===== src/design/sdsi_pkg.sv =====
// sdsi_pkg: shared constants and types for the step/direction setpoint link
package sdsi_pkg;

   // ----------------------------------------------------------------
   // clock and timing
   // ----------------------------------------------------------------
   localparam int unsigned CLK_HZ = 50_000_000;
   localparam int unsigned READY_DELAY_MS = 100;
   localparam int unsigned READY_DELAY_CYC = CLK_HZ / 1000 * READY_DELAY_MS;
   localparam int unsigned STEP_MAX_HZ = 200_000;
   // half period of the fastest permitted step rate, in cycles
   localparam int unsigned STEP_HALF_CYC = CLK_HZ / (2 * STEP_MAX_HZ);
   localparam int unsigned SE_MAX_HZ = 50_000;
   localparam int unsigned SE_HALF_CYC = CLK_HZ / (2 * SE_MAX_HZ);

   // ----------------------------------------------------------------
   // widths and modes
   // ----------------------------------------------------------------
   localparam int unsigned POS_W = 32;
   localparam int unsigned SYNC_STAGES = 2;
   localparam logic [0:0] MODE_STEP_DIR = 1'h0;
   localparam logic [0:0] MODE_TWIN_STEP = 1'h1;

   // direction encoding on the sense line
   localparam logic DIR_CW = 1'b0;
   localparam logic DIR_CCW = 1'b1;

   // host pulse generator states, gray along the usual path
   typedef enum logic [1:0] {
      SDSI_IDLE = 2'b00,
      SDSI_SETUP = 2'b01,
      SDSI_HIGH = 2'b11,
      SDSI_LOW = 2'b10
   } sdsi_gen_e;

endpackage : sdsi_pkg


===== src/design/sdsi_if.sv =====
// sdsi_if: link wires between motion controller and setpoint input
`timescale 1ns/1ps
interface sdsi_if;
   logic step_forward_in;     // step strobe, or forward step
   logic step_backward_in;    // direction, or backward step
   logic amp_enable;          // high enables the power amplifier
   logic drive_ready_n;       // low when drive is ready
   logic reserved_func_output; // always low from device

   modport device (
      input step_forward_in,
      input step_backward_in,
      input amp_enable,
      output drive_ready_n,
      output reserved_func_output
   );
   modport host (
      output step_forward_in,
      output step_backward_in,
      output amp_enable,
      input drive_ready_n,
      input reserved_func_output
   );
endinterface : sdsi_if


===== src/design/sdsi_device.sv =====
// sdsi_device: setpoint input end that turns step pulses into position
`timescale 1ns/1ps

// Summary of operation
// - mode input picks step/dir or twin step
// - step/dir mode: one step per strobe rise while the amplifier is on
// - direction low gives cw, high gives ccw
// - twin mode: forward rise cw, backward ccw
// - source keeps step rate at most 200 kHz
// - amplifier enabled only while enable is high
// - ready goes low no sooner than 100 ms after enable
// - ready high when disabled, low when enabled
// - fault holds ready output high
// - reserved function output held low
// - single-ended sources stay below 50 kHz (SE_HALF_CYC is defined but the host does not use it)
module sdsi_device
   import sdsi_pkg::*;
#(
   parameter int unsigned READY_CYC = READY_DELAY_CYC
) (
   input wire logic i_core_clk,              // 50 MHz core clock
   input wire logic i_resetn,                // async reset, active low
   input wire logic i_setpoint_mode_param,   // 0 step/dir, 1 twin step
   input wire logic i_fault,                 // operating fault present
   sdsi_if.device link,                      // link to motion controller
   output logic o_amp_on,                    // power amplifier enabled
   output logic o_drive_ready_true,          // drive ready, active high
   output logic o_step_pulse,                // one-cycle step event
   output logic o_step_ccw,                  // direction of that step
   output logic signed [POS_W-1:0] o_position // position setpoint
);

   // ----------------------------------------------------------------
   // input synchronisers
   // ----------------------------------------------------------------
   logic [2:0] sync1_q, sync1_d;
   logic [2:0] sync2_q, sync2_d;
   logic [1:0] prev_q, prev_d;

   // first stage is read only by the second stage
   always_comb begin
      sync1_d = {link.amp_enable, link.step_backward_in,
                 link.step_forward_in};
      sync2_d = sync1_q;
      prev_d = sync2_q[1:0];
   end

   always_ff @(posedge i_core_clk or negedge i_resetn) begin
      if (!i_resetn) begin
         sync1_q <= 3'h0;
         sync2_q <= 3'h0;
         prev_q <= 2'h0;
      end else begin
         sync1_q <= sync1_d;
         sync2_q <= sync2_d;
         prev_q <= prev_d;
      end
   end

   // ----------------------------------------------------------------
   // edge detection
   // ----------------------------------------------------------------
   // both step lines use the same rising edge test on synchronised
   // levels; the previous-level flops reset low like an idle line, so
   // a line held high through reset does show one rise afterwards
   function automatic logic rose_f(input logic now_l, input logic was_l);
      return now_l & ~was_l;
   endfunction

   // ----------------------------------------------------------------
   // step decoding and accumulator
   // ----------------------------------------------------------------
   // the accumulator wraps silently at its width; a user who needs
   // longer travel widens it through the package width
   logic rise_fwd, rise_bwd, en_s;
   logic signed [POS_W-1:0] pos_q, pos_d;
   logic amp_q, amp_d;
   logic step_q, step_d;
   logic ccw_q, ccw_d;
   logic ready_q, ready_d;
   logic [31:0] cnt_q, cnt_d;

   // rises are taken only from the second synchroniser stage
   assign rise_fwd = rose_f(sync2_q[0], prev_q[0]);
   assign rise_bwd = rose_f(sync2_q[1], prev_q[1]);
   assign en_s = sync2_q[2];

   // next position, step event and direction
   always_comb begin
      step_d = 1'b0;
      ccw_d = ccw_q;
      pos_d = pos_q;
      if (i_setpoint_mode_param == MODE_STEP_DIR) begin
         if (rise_fwd) begin
            step_d = 1'b1;
            ccw_d = (sync2_q[1] == DIR_CCW);
         end
      end else begin
         // simultaneous forward and backward rises cancel out
         if (rise_fwd ^ rise_bwd) begin
            step_d = 1'b1;
            ccw_d = rise_bwd;
         end
      end
      if (!amp_q) begin
         step_d = 1'b0;
      end
      if (step_d) begin
         if (ccw_d) begin
            pos_d = pos_q - POS_W'(1);
         end else begin
            pos_d = pos_q + POS_W'(1);
         end
      end
   end

   // ----------------------------------------------------------------
   // amplifier enable and readiness
   // ----------------------------------------------------------------
   // the amplifier follows the synchronised enable unless a fault is
   // present; the ready delay counter restarts whenever the amplifier
   // drops, so a short enable glitch never reports readiness early.
   // ready is withheld at once on fault or on a low enable, without
   // waiting for the amplifier flop, so the controller sees not-ready
   // no later than the amplifier switches off.
   // hazard: a fault cleared in the same cycle as enable falls may let
   // the amplifier run for the two cycles of enable latency; ready
   // stays off during that time because the counter restarted.
   always_comb begin
      amp_d = en_s & ~i_fault;
      cnt_d = cnt_q;
      ready_d = 1'b0;
      if (!amp_q) begin
         cnt_d = 32'h0;
      end else if (cnt_q < READY_CYC - 1) begin
         cnt_d = cnt_q + 32'h1;
      end else begin
         ready_d = 1'b1;
      end
      if (i_fault || !en_s) begin
         ready_d = 1'b0;
      end
   end

   always_ff @(posedge i_core_clk or negedge i_resetn) begin
      if (!i_resetn) begin
         pos_q <= '0;
         step_q <= 1'b0;
         ccw_q <= 1'b0;
         amp_q <= 1'b0;
         cnt_q <= 32'h0;
         ready_q <= 1'b0;
      end else begin
         pos_q <= pos_d;
         step_q <= step_d;
         ccw_q <= ccw_d;
         amp_q <= amp_d;
         cnt_q <= cnt_d;
         ready_q <= ready_d;
      end
   end

   // ----------------------------------------------------------------
   // outputs
   // ----------------------------------------------------------------
   // every output and link line below is a flop, the inverse of one, or a constant, so the
   // far end never sees combinational glitches on the ready line
   assign o_position = pos_q;
   assign o_step_pulse = step_q;
   assign o_step_ccw = ccw_q;
   assign o_amp_on = amp_q;
   assign o_drive_ready_true = ready_q;
   assign link.drive_ready_n = ~ready_q;
   assign link.reserved_func_output = 1'b0;

endmodule // sdsi_device


===== src/flat_wrapper.sv =====
// flat-port wrapper written by rule: the top's interface ports become plain ports
module sdsi_device_flat import sdsi_pkg::*;
#(
   parameter int unsigned READY_CYC = READY_DELAY_CYC
)
  (i_core_clk, i_resetn, i_setpoint_mode_param, i_fault, o_amp_on, o_drive_ready_true, o_step_pulse, o_step_ccw, o_position, link_step_forward_in, link_step_backward_in, link_amp_enable, link_drive_ready_n, link_reserved_func_output);
  sdsi_if link_i ();
  input wire logic i_core_clk;
  input wire logic i_resetn;
  input wire logic i_setpoint_mode_param;
  input wire logic i_fault;
  output logic o_amp_on;
  output logic o_drive_ready_true;
  output logic o_step_pulse;
  output logic o_step_ccw;
  output logic signed [POS_W-1:0] o_position;
  input wire logic [$bits(link_i.step_forward_in)-1:0] link_step_forward_in;
  input wire logic [$bits(link_i.step_backward_in)-1:0] link_step_backward_in;
  input wire logic [$bits(link_i.amp_enable)-1:0] link_amp_enable;
  output wire logic [$bits(link_i.drive_ready_n)-1:0] link_drive_ready_n;
  output wire logic [$bits(link_i.reserved_func_output)-1:0] link_reserved_func_output;
  assign link_i.step_forward_in = link_step_forward_in;
  assign link_i.step_backward_in = link_step_backward_in;
  assign link_i.amp_enable = link_amp_enable;
  assign link_drive_ready_n = link_i.drive_ready_n;
  assign link_reserved_func_output = link_i.reserved_func_output;
  sdsi_device #(.READY_CYC(READY_CYC)) u_core (.i_core_clk(i_core_clk), .i_resetn(i_resetn), .i_setpoint_mode_param(i_setpoint_mode_param), .i_fault(i_fault), .link(link_i), .o_amp_on(o_amp_on), .o_drive_ready_true(o_drive_ready_true), .o_step_pulse(o_step_pulse), .o_step_ccw(o_step_ccw), .o_position(o_position));
endmodule

===== config.mk =====
export PLATFORM = sky130hd
export DESIGN_NAME = sdsi_device_flat
export DESIGN_NICKNAME = d
export VERILOG_FILES = /design/src/design/sdsi_pkg.sv /design/src/design/sdsi_if.sv /design/src/design/sdsi_device.sv /design/src/flat_wrapper.sv
export SDC_FILE = /design/constraint.sdc
export NUM_CORES = 1
export LEC_CHECK = 0
export BUFFER_PORTS_ARGS = -buffer_cell sky130_fd_sc_hd__buf_4
export CORE_MARGIN = 8
export CORE_UTILIZATION = 45
export CTS_CLUSTER_DIAMETER = 30
export DETAILED_ROUTE_END_ITERATION = 10
export PLACE_DENSITY = 0.66
export SLEW_MARGIN = 20
export SYNTH_ARGS = -nofsm -noshare
export SYNTH_HDL_FRONTEND = slang
export SYNTH_SLANG_ARGS = --single-unit
export TNS_END_PERCENT = 30

===== constraint.sdc =====
create_clock -name i_core_clk -period 3.9 [get_ports i_core_clk]
set_input_delay 0.78 -clock i_core_clk [delete_from_list [all_inputs] [get_ports i_core_clk]]
set_output_delay 0.78 -clock i_core_clk [all_outputs]
set_load 0.005 [all_outputs]

* After elaboration in Yosys (flattened, before gate mapping)
Cells that the tools add are included.
Storage, ports and cells: register bits 76, latch bits 0, RAM bits 0, memory bits (read-only) 0, input bits 7, output and inout port bits 38, word-level logic and storage cells 37, memories 0
Cells by class: add/subtract/negate cells 3, $mul 0, div/mod/pow operators 0, order comparisons 1, equality and inequality tests 1, shift-type cells 0, muxes and demuxes 13, bitwise gates (word level) 8, reductions and logical operators 2
Operators by type and width (number):
- 32-bit 2-to-1 mux | 3
- 32-bit by 1-bit adder with 32-bit output (second input constant) | 1
- 32-bit by 2-bit adder with 32-bit output (second input constant) | 1
- 32-bit by 23-bit less-than comparator with 1-bit output (second input constant) | 1
- 32-bit by 2-bit subtractor with 32-bit output (second input constant) | 1
- 1-bit 2-to-1 mux | 10
- 1-bit inverter | 4
- 1-bit bitwise AND | 3
- 2-bit != test (second input constant) | 1
- 1-bit zero test | 1
- 1-bit logical OR | 1
- 1-bit bitwise XOR | 1

* Depth between registers and ports, before layout
Gate-level depths: netlist of run 1.
depth in word-level cells 6, depth in mapped cells 12, mapped depth without buffers 12

* Worst setup path after synthesis of run 1
OpenSTA, ideal clock, no wires.
kind in2reg, start input port i_setpoint_mode_param, end register u_core.pos_q[28] (netlist: u_core.o_position[28]), library setup time 0.120 ns, arrival 4.054 ns, required time 3.780 ns, slack -0.274 ns, stages on the path 12, cells stage by stage nand3b_1 -> nand2_1 -> a22o_1 -> inv_1 -> fa_1 -> and2b_1 -> o2111ai_1 -> a311o_1 -> a31o_1 -> a2111o_1 -> a21o_1 -> a31o_1
Between the ends: word-level cells in the longest chain between the ends 2, elaborated cells on any way between the ends 4, classes of those cells 4 x mux
Ends and longest elaborated chain:
- start, declared | line flat_wrapper.sv:10 | input wire logic i_setpoint_mode_param;
- 1-bit 2-to-1 mux | line sdsi_device.sv:93 | if (i_setpoint_mode_param == MODE_STEP_DIR) begin
- via u_core.ccw_d | line sdsi_device.sv:79 | logic ccw_q, ccw_d;
- 32-bit 2-to-1 mux | line sdsi_device.sv:109 | if (ccw_d) begin
- end signal, assigned | line sdsi_device.sv:154 | pos_q <= pos_d;
- end, declared | line sdsi_device.sv:76 | logic signed [POS_W-1:0] pos_q, pos_d;
The timed path passes the listed nets, and every way through them passes these cells. A chain may end at the register's enable or synchronous reset.

* Worst setup path after layout of run 1
start register u_core.sync2_q[0], end register u_core.pos_q[28] (netlist: u_core.o_position[28])
Between the ends: word-level cells in the longest chain between the ends 5, elaborated cells on any way between the ends 10, classes of those cells 8 x mux; 2 x bitwise
Ends and longest elaborated chain:
- start, declared | line sdsi_device.sv:37 | logic [2:0] sync2_q, sync2_d;
- start signal, assigned | line sdsi_device.sv:55 | sync2_q <= sync2_d;
- 1-bit bitwise AND * | line sdsi_device.sv:67 | return now_l & ~was_l;
- 1-bit bitwise XOR | line sdsi_device.sv:100 | if (rise_fwd ^ rise_bwd) begin
- 1-bit 2-to-1 mux | line sdsi_device.sv:100
- 1-bit 2-to-1 mux * | line sdsi_device.sv:93
- via u_core.ccw_d | line sdsi_device.sv:79
- 32-bit 2-to-1 mux * | line sdsi_device.sv:109
The timed path passes the listed nets; every way through them passes the cells marked *.

==> results of run 1 <==
[layout make-up]
type                    count  area (sq um)  share of cell area (%)
multi-input cells         439          2920                    51.9
flip-flops and latches     76          1900                    33.8
inverters                  17          63.8                    1.13
well taps                 140           175                    3.11
repair buffers             49           368                    6.53
clock buffers              11           141                    2.51
clock inverters             5          61.3                    1.09
[routing by layer]
metal,vias up,routed length (um)
met3,15,446
met4,0,212
li1,2072,-
met5,-,0
met2,82,5450
met1,1999,5480
[flip-flops by register name, summed over array words and instances, names as in the netlist]
signal                     flops
u_core.cnt_q                  32
u_core.o_step_ccw              1
u_core.o_drive_ready_true      1
u_core.o_position             32
u_core.o_step_pulse            1
u_core.sync1_q                 3
u_core.prev_q                  2
u_core.sync2_q                 3
u_core.o_amp_on                1
[path summary, 6_finish.rpt]
path	slack (ns)	depth (start not counted)	end	from
max in group asynchronous	2.73	1	u_core.o_position[24]$_DFFE_PN0P_	i_resetn
setup reg to reg	0.50	12	u_core.o_position[28]$_DFFE_PN0P_	u_core.sync2_q[0]$_DFF_PN0_
hold / removal	0.35	0	u_core.sync2_q[0]$_DFF_PN0_	u_core.sync1_q[0]$_DFF_PN0_
setup / recovery	0.50	12	u_core.o_position[28]$_DFFE_PN0P_	u_core.sync2_q[0]$_DFF_PN0_
min in group asynchronous	0.57	1	u_core.cnt_q[13]$_DFFE_PN0N_	i_resetn
hold reg to reg	0.35	0	u_core.sync2_q[0]$_DFF_PN0_	u_core.sync1_q[0]$_DFF_PN0_
[cell usage after synthesis, types with 3 or more instances]
library cell / instances
o211ai_1: 5
nand2b_1: 7
o2111ai_1: 4
and2_1: 31
dfrtp_1: 76
a211o_1: 4
a31oi_1: 6
nand2_1: 68
a211oi_1: 4
a221o_1: 3
nor4_1: 4
nor2b_1: 7
ha_1: 34
nor2_1: 27
clkbuf_1: 19
and3_1: 6
nand3_1: 18
xnor2_1: 29
o21ai_0: 43
and4_1: 3
o21a_1: 8
o31ai_1: 5
a41oi_1: 3
a21oi_1: 30
xor2_1: 12
nand4_1: 16
a21o_1: 13
nor3_1: 5
inv_1: 17
o22ai_1: 3
[per-stage QoR]
stage	setup WS, ns	utilization, %	total power [mW]
5_1_grt	0.383	52.2	4.60
6_report	0.501	52.2	4.22
3_5_place_dp	0.127	50.3	3.58
2_1_floorplan	0.0848	-	2.82
3_3_place_gp	0.193	50.3	3.56
4_1_cts	0.514	52.2	4.24
[critical path, stage by stage, from the launching register on]
cell and delay (ns):
dfrtp_1 0.38, nand2b_1 0.15, o22ai_1 0.11, a22o_2 0.29, buf_4 0.21, ha_1 0.36, and2b_1 0.16, o2111ai_1 0.16
a311o_1 0.45, a31o_1 0.22, a2111o_1 0.43, a21o_1 0.19, a31o_1 0.20
[report_power, final]
part	leakage [nW]	internal, mW	switching (mW)
logic	1.48	1.09	1.37
clock network	0.103	0.316	0.319
registers	0.983	0.955	0.176
[cells in the final DEF, fill, tap and decap left out, types with 3 or more instances in the layout]
cell	instances
and4_1	3
a211o_1	4
nor2_1	27
clkbuf_8	10
a21o_1	13
nand4_1	16
dfrtp_1	76
xor2_1	12
a221o_1	3
a31oi_1	6
o2111ai_1	4
a211oi_1	4
nor4_1	4
nand2b_1	7
a21oi_1	30
inv_1	17
nor2b_1	7
o21a_1	8
o211ai_1	5
nand2_1	67
and2_1	31
xnor2_1	29
ha_1	34
buf_4	49
a41oi_1	3
clkinv_4	3
nor3_1	5
o21ai_0	43
o22ai_1	3
o31ai_1	5
nand3_1	18
and3_1	6
[logic make-up after synthesis]
| logic type | share of synthesized area [%] |
|---|---|
| simple gates | 20.9 |
| compound gates | 20.9 |
| flops | 38.3 |
| xor+xnor | 7.23 |
| buf+inv | 3.02 |
| fa+ha+maj | 8.96 |
| mux | 0.629 |
| other cells | 0.0755 |
==> flow_summary.toml, run 1 <==
[layout]
nNetsFinal = 634
fillers = 1010
final_area_sq_um = 5630
syn_to_final_growth_pct = 13.3
diodes = 0
layout-drive-gt1-share_pct = 12.7
stdcell_count = 737

[placed_design]
place_congestion = 0.933
io_buffers = 43
dpl.hpwl_um = 8450
placed_area_sq_um = 5430
placedCellCount = 721

[sta]
timing.hold.ws_ns = 0.353
max_freq_mhz = 294
fin_skew_ns = 0.0134
slew_headroom_pct = 36.0
period_minus_slack_ns = 3.40
worst_slew_pin_slew_ns = 0.960
fin_setup_tns_ns = 0
setup_violations = 0
finalMaxSlewViolations = 0
timing.final.crit_share_pct = 87.2
rsz0062_at_grt = "no"
hold_viol = 0

[power_and_ir_drop]
p_per_area_nw_per_um2 = 749
leakagePower_nw = 2.56
irDropWorstVdd_v = 0.000423

[route]
drc = 0
vias_per_cell = 5.66
wirelength_um = 11600
postRouteAntennaNets = 0
first_pass_iters = 5
vias = 4168
drt-wirelength-per-cell_um = 15.7
initialDrtViolationCount = 235

[global_routing]
busiest_layer = "met2"
grt_pass1_vias = 4111
antenna_found_initial = 0
grt_start_max_net_pins = 77
grt_use_met2_pct = 26.6
gr-usage-all-layers_pct = 16.6
globalRoute.totalOverflow = 0
grt_pass1_wl_um = 19900
met1_usage_pct = 21.4
use_met3_pct = 3.30

[synth]
synth_edf_count = 0
ys_ff_latch = 76
synth_area_leaders = "dfrtp_1 38%, ha_1 8.6%, nand2_1 5.1%"
synthCells = 554
synth_top_cell_area_share_pct = 38.3
synth-seq-area-share_pct = 38.3
synth.distinct_cells = 64
yosysWarnings = 0
synth_area_per_cell_sq_um = 8.97
synth_ff_type = "dfrtp_1"
async_flop_share_pct = 100
syn_area_sq_um = 4970
syn-num-nets = 596
netlist.top_cell.by_area = "dfrtp_1"

[die]
start_util_pct = 46.0
die_height_um = 121
rows = 38
die_w_um = 121
boundaryPins = 45
coreArea_sq_um = 10800
die_area_sq_um = 14700

[run_status]
status = "finished clean"

[clock_network]
cts_resized = 0
clk_pin_slew_ns = 0.09
cts_buffer_depth = 2
htree_levels = 3
cts_sinks = 76
insertion_delay_ns = 0.37
numCtsBuffers = 9
post_cts_buffers = 0
cts_tree = "yes"
holdBufCountCts = 0
root_buffer = "clkbuf_8"

[min_path]
hold_class = "register to register"

[worst_setup_path]
worstSetupPathType = "register to register"
cp-end-kind = "register"
start_kind = "register"
worstPathMaxFanout = 16
cp.arrival_ns = 3.67
crit_required_ns = 4.17

[flow_run]
cap_violations = 0
Note: power is estimated with default switching activity, not from simulation.
==> run 2, diff against run 1 <==
--- a/config.mk
+++ b/config.mk
@@ -10,7 +10,7 @@
 export CORE_UTILIZATION = 45
 export CTS_CLUSTER_DIAMETER = 30
 export DETAILED_ROUTE_END_ITERATION = 10
-export PLACE_DENSITY = 0.66
+export PLACE_DENSITY = 0.64
 export SLEW_MARGIN = 20
 export SYNTH_ARGS = -nofsm -noshare
 export SYNTH_HDL_FRONTEND = slang
==> run 2 against run 1 <==
Effect of this change:
- global-route usage is 0.074 points lower
- largest cell class unchanged
- routed wire length is 0.98% higher
- worst hold slack worse by 0.00069 ns
- critical endpoint unchanged
==> flow_summary.toml, run 2 (same netlist as run 1, synthesis figures left out) <==
[sta]
timing.final.crit_share_pct = 88.0
fin_setup_tns_ns = 0
period_minus_slack_ns = 3.43
fin_skew_ns = 0.0130
rsz0062_at_grt = "no"
slew_headroom_pct = 39.0
setup_violations = 0
worst_slew_pin_slew_ns = 0.915
hold_viol = 0
max_freq_mhz = 291
finalMaxSlewViolations = 0
timing.hold.ws_ns = 0.352

[clock_network]
cts_sinks = 76
htree_levels = 3
insertion_delay_ns = 0.37
clk_pin_slew_ns = 0.09
cts_buffer_depth = 2
holdBufCountCts = 0
root_buffer = "clkbuf_8"
cts_resized = 0
numCtsBuffers = 9
cts_tree = "yes"
post_cts_buffers = 0

[worst_setup_path]
crit_required_ns = 4.15
worstPathMaxFanout = 36
worstSetupPathType = "input pin to register"
cp-end-kind = "register"
start_kind = "input pin"
cp.arrival_ns = 3.68

[placed_design]
placed_area_sq_um = 5440
place_congestion = 0.879
dpl.hpwl_um = 8530
io_buffers = 43

[global_routing]
gr-usage-all-layers_pct = 16.6
grt_pass1_vias = 4121
globalRoute.totalOverflow = 0
grt_pass1_wl_um = 19700
antenna_found_initial = 0
grt_start_max_net_pins = 77

[layout]
syn_to_final_growth_pct = 14.2
diodes = 0
nNetsFinal = 634
utilization_pct = 52.6
final_common_cell = "dfrtp_1"
final_area_sq_um = 5680
layout-drive-gt1-share_pct = 12.9
final_cell_mix = "76 x dfrtp_1, 67 x nand2_1, 47 x buf_4"

[die]
boundaryPins = 45
die_height_um = 121
start_util_pct = 46.0
rows = 38
die_area_sq_um = 14700
die_w_um = 121
coreArea_sq_um = 10800

[route]
postRouteAntennaNets = 0
vias_per_cell = 5.64
wirelength_um = 11700
first_pass_iters = 4
drt-wirelength-per-cell_um = 15.9
vias = 4159
initialDrtViolationCount = 213
drc = 0

[flow_run]
cap_violations = 0

[run_status]
status = "finished clean"

[power_and_ir_drop]
leakagePower_nw = 2.58
p_per_area_nw_per_um2 = 761
irDropWorstVdd_v = 0.000379

[min_path]
hold_class = "register to register"
## run 2: worst max-delay path, cell delays in order
cell and delay (ns):
buf_4 0.12, nand3b_1 0.11, nand2_1 0.07, a22o_2 0.24, buf_12 0.17, ha_1 0.37, and2b_1 0.17, o2111ai_1 0.16
a311o_1 0.46, a31o_1 0.21, a2111o_1 0.42, a21o_1 0.18, a31o_1 0.21
## run 2: worst paths after layout
path | cells after the start | end | slack (ns) | from
worst max register to register | 12 | u_core.o_position[28]$_DFFE_PN0P_ | 0.53 | u_core.sync2_q[0]$_DFF_PN0_
worst min register to register | 0 | u_core.sync2_q[2]$_DFF_PN0_ | 0.35 | u_core.sync1_q[2]$_DFF_PN0_
worst max-delay path | 13 | u_core.o_position[28]$_DFFE_PN0P_ | 0.47 | i_setpoint_mode_param
max in group asynchronous | 1 | u_core.o_position[28]$_DFFE_PN0P_ | 3.00 | i_resetn
min in group asynchronous | 1 | u_core.cnt_q[13]$_DFFE_PN0N_ | 0.43 | i_resetn
worst min-delay path | 0 | u_core.sync2_q[2]$_DFF_PN0_ | 0.35 | u_core.sync1_q[2]$_DFF_PN0_
## run 2: metal layers
metal / up-vias / global-route usage [%] / routed length (um)
met3: 18 / 3.02 / 333
met2: 56 / 27.4 / 5590
met1: 1995 / 20.6 / 5530
met4: 0 / 7.49 / 250
li1: 2090 / - / -
met5: - / 0 / 0
## run 2: per-stage QoR
step                cells  worst slack, ns  power, mW
finish                737            0.469       4.32
global route          737            0.302       4.70
CTS                   737            0.500       4.36
detailed placement    721            0.119       3.63
global placement      721            0.184       3.57
floorplan             554           0.0848       2.82
## run 2: power breakdown
part           switching, mW  internal (mW)
sequential             0.169          0.955
clock                  0.324          0.383
combinational           1.39           1.10
total                   1.88           2.44
## run 2: final cells by class
type	instances	area, sq um
Inverter	17	63.8
Tap cell	140	175
Clock buffer	10	138
Sequential cell	76	1900
Fill cell	1000	5110
Clock inverter	6	93.8
Multi-Input combinational cell	439	2920
Timing Repair Buffer	49	384
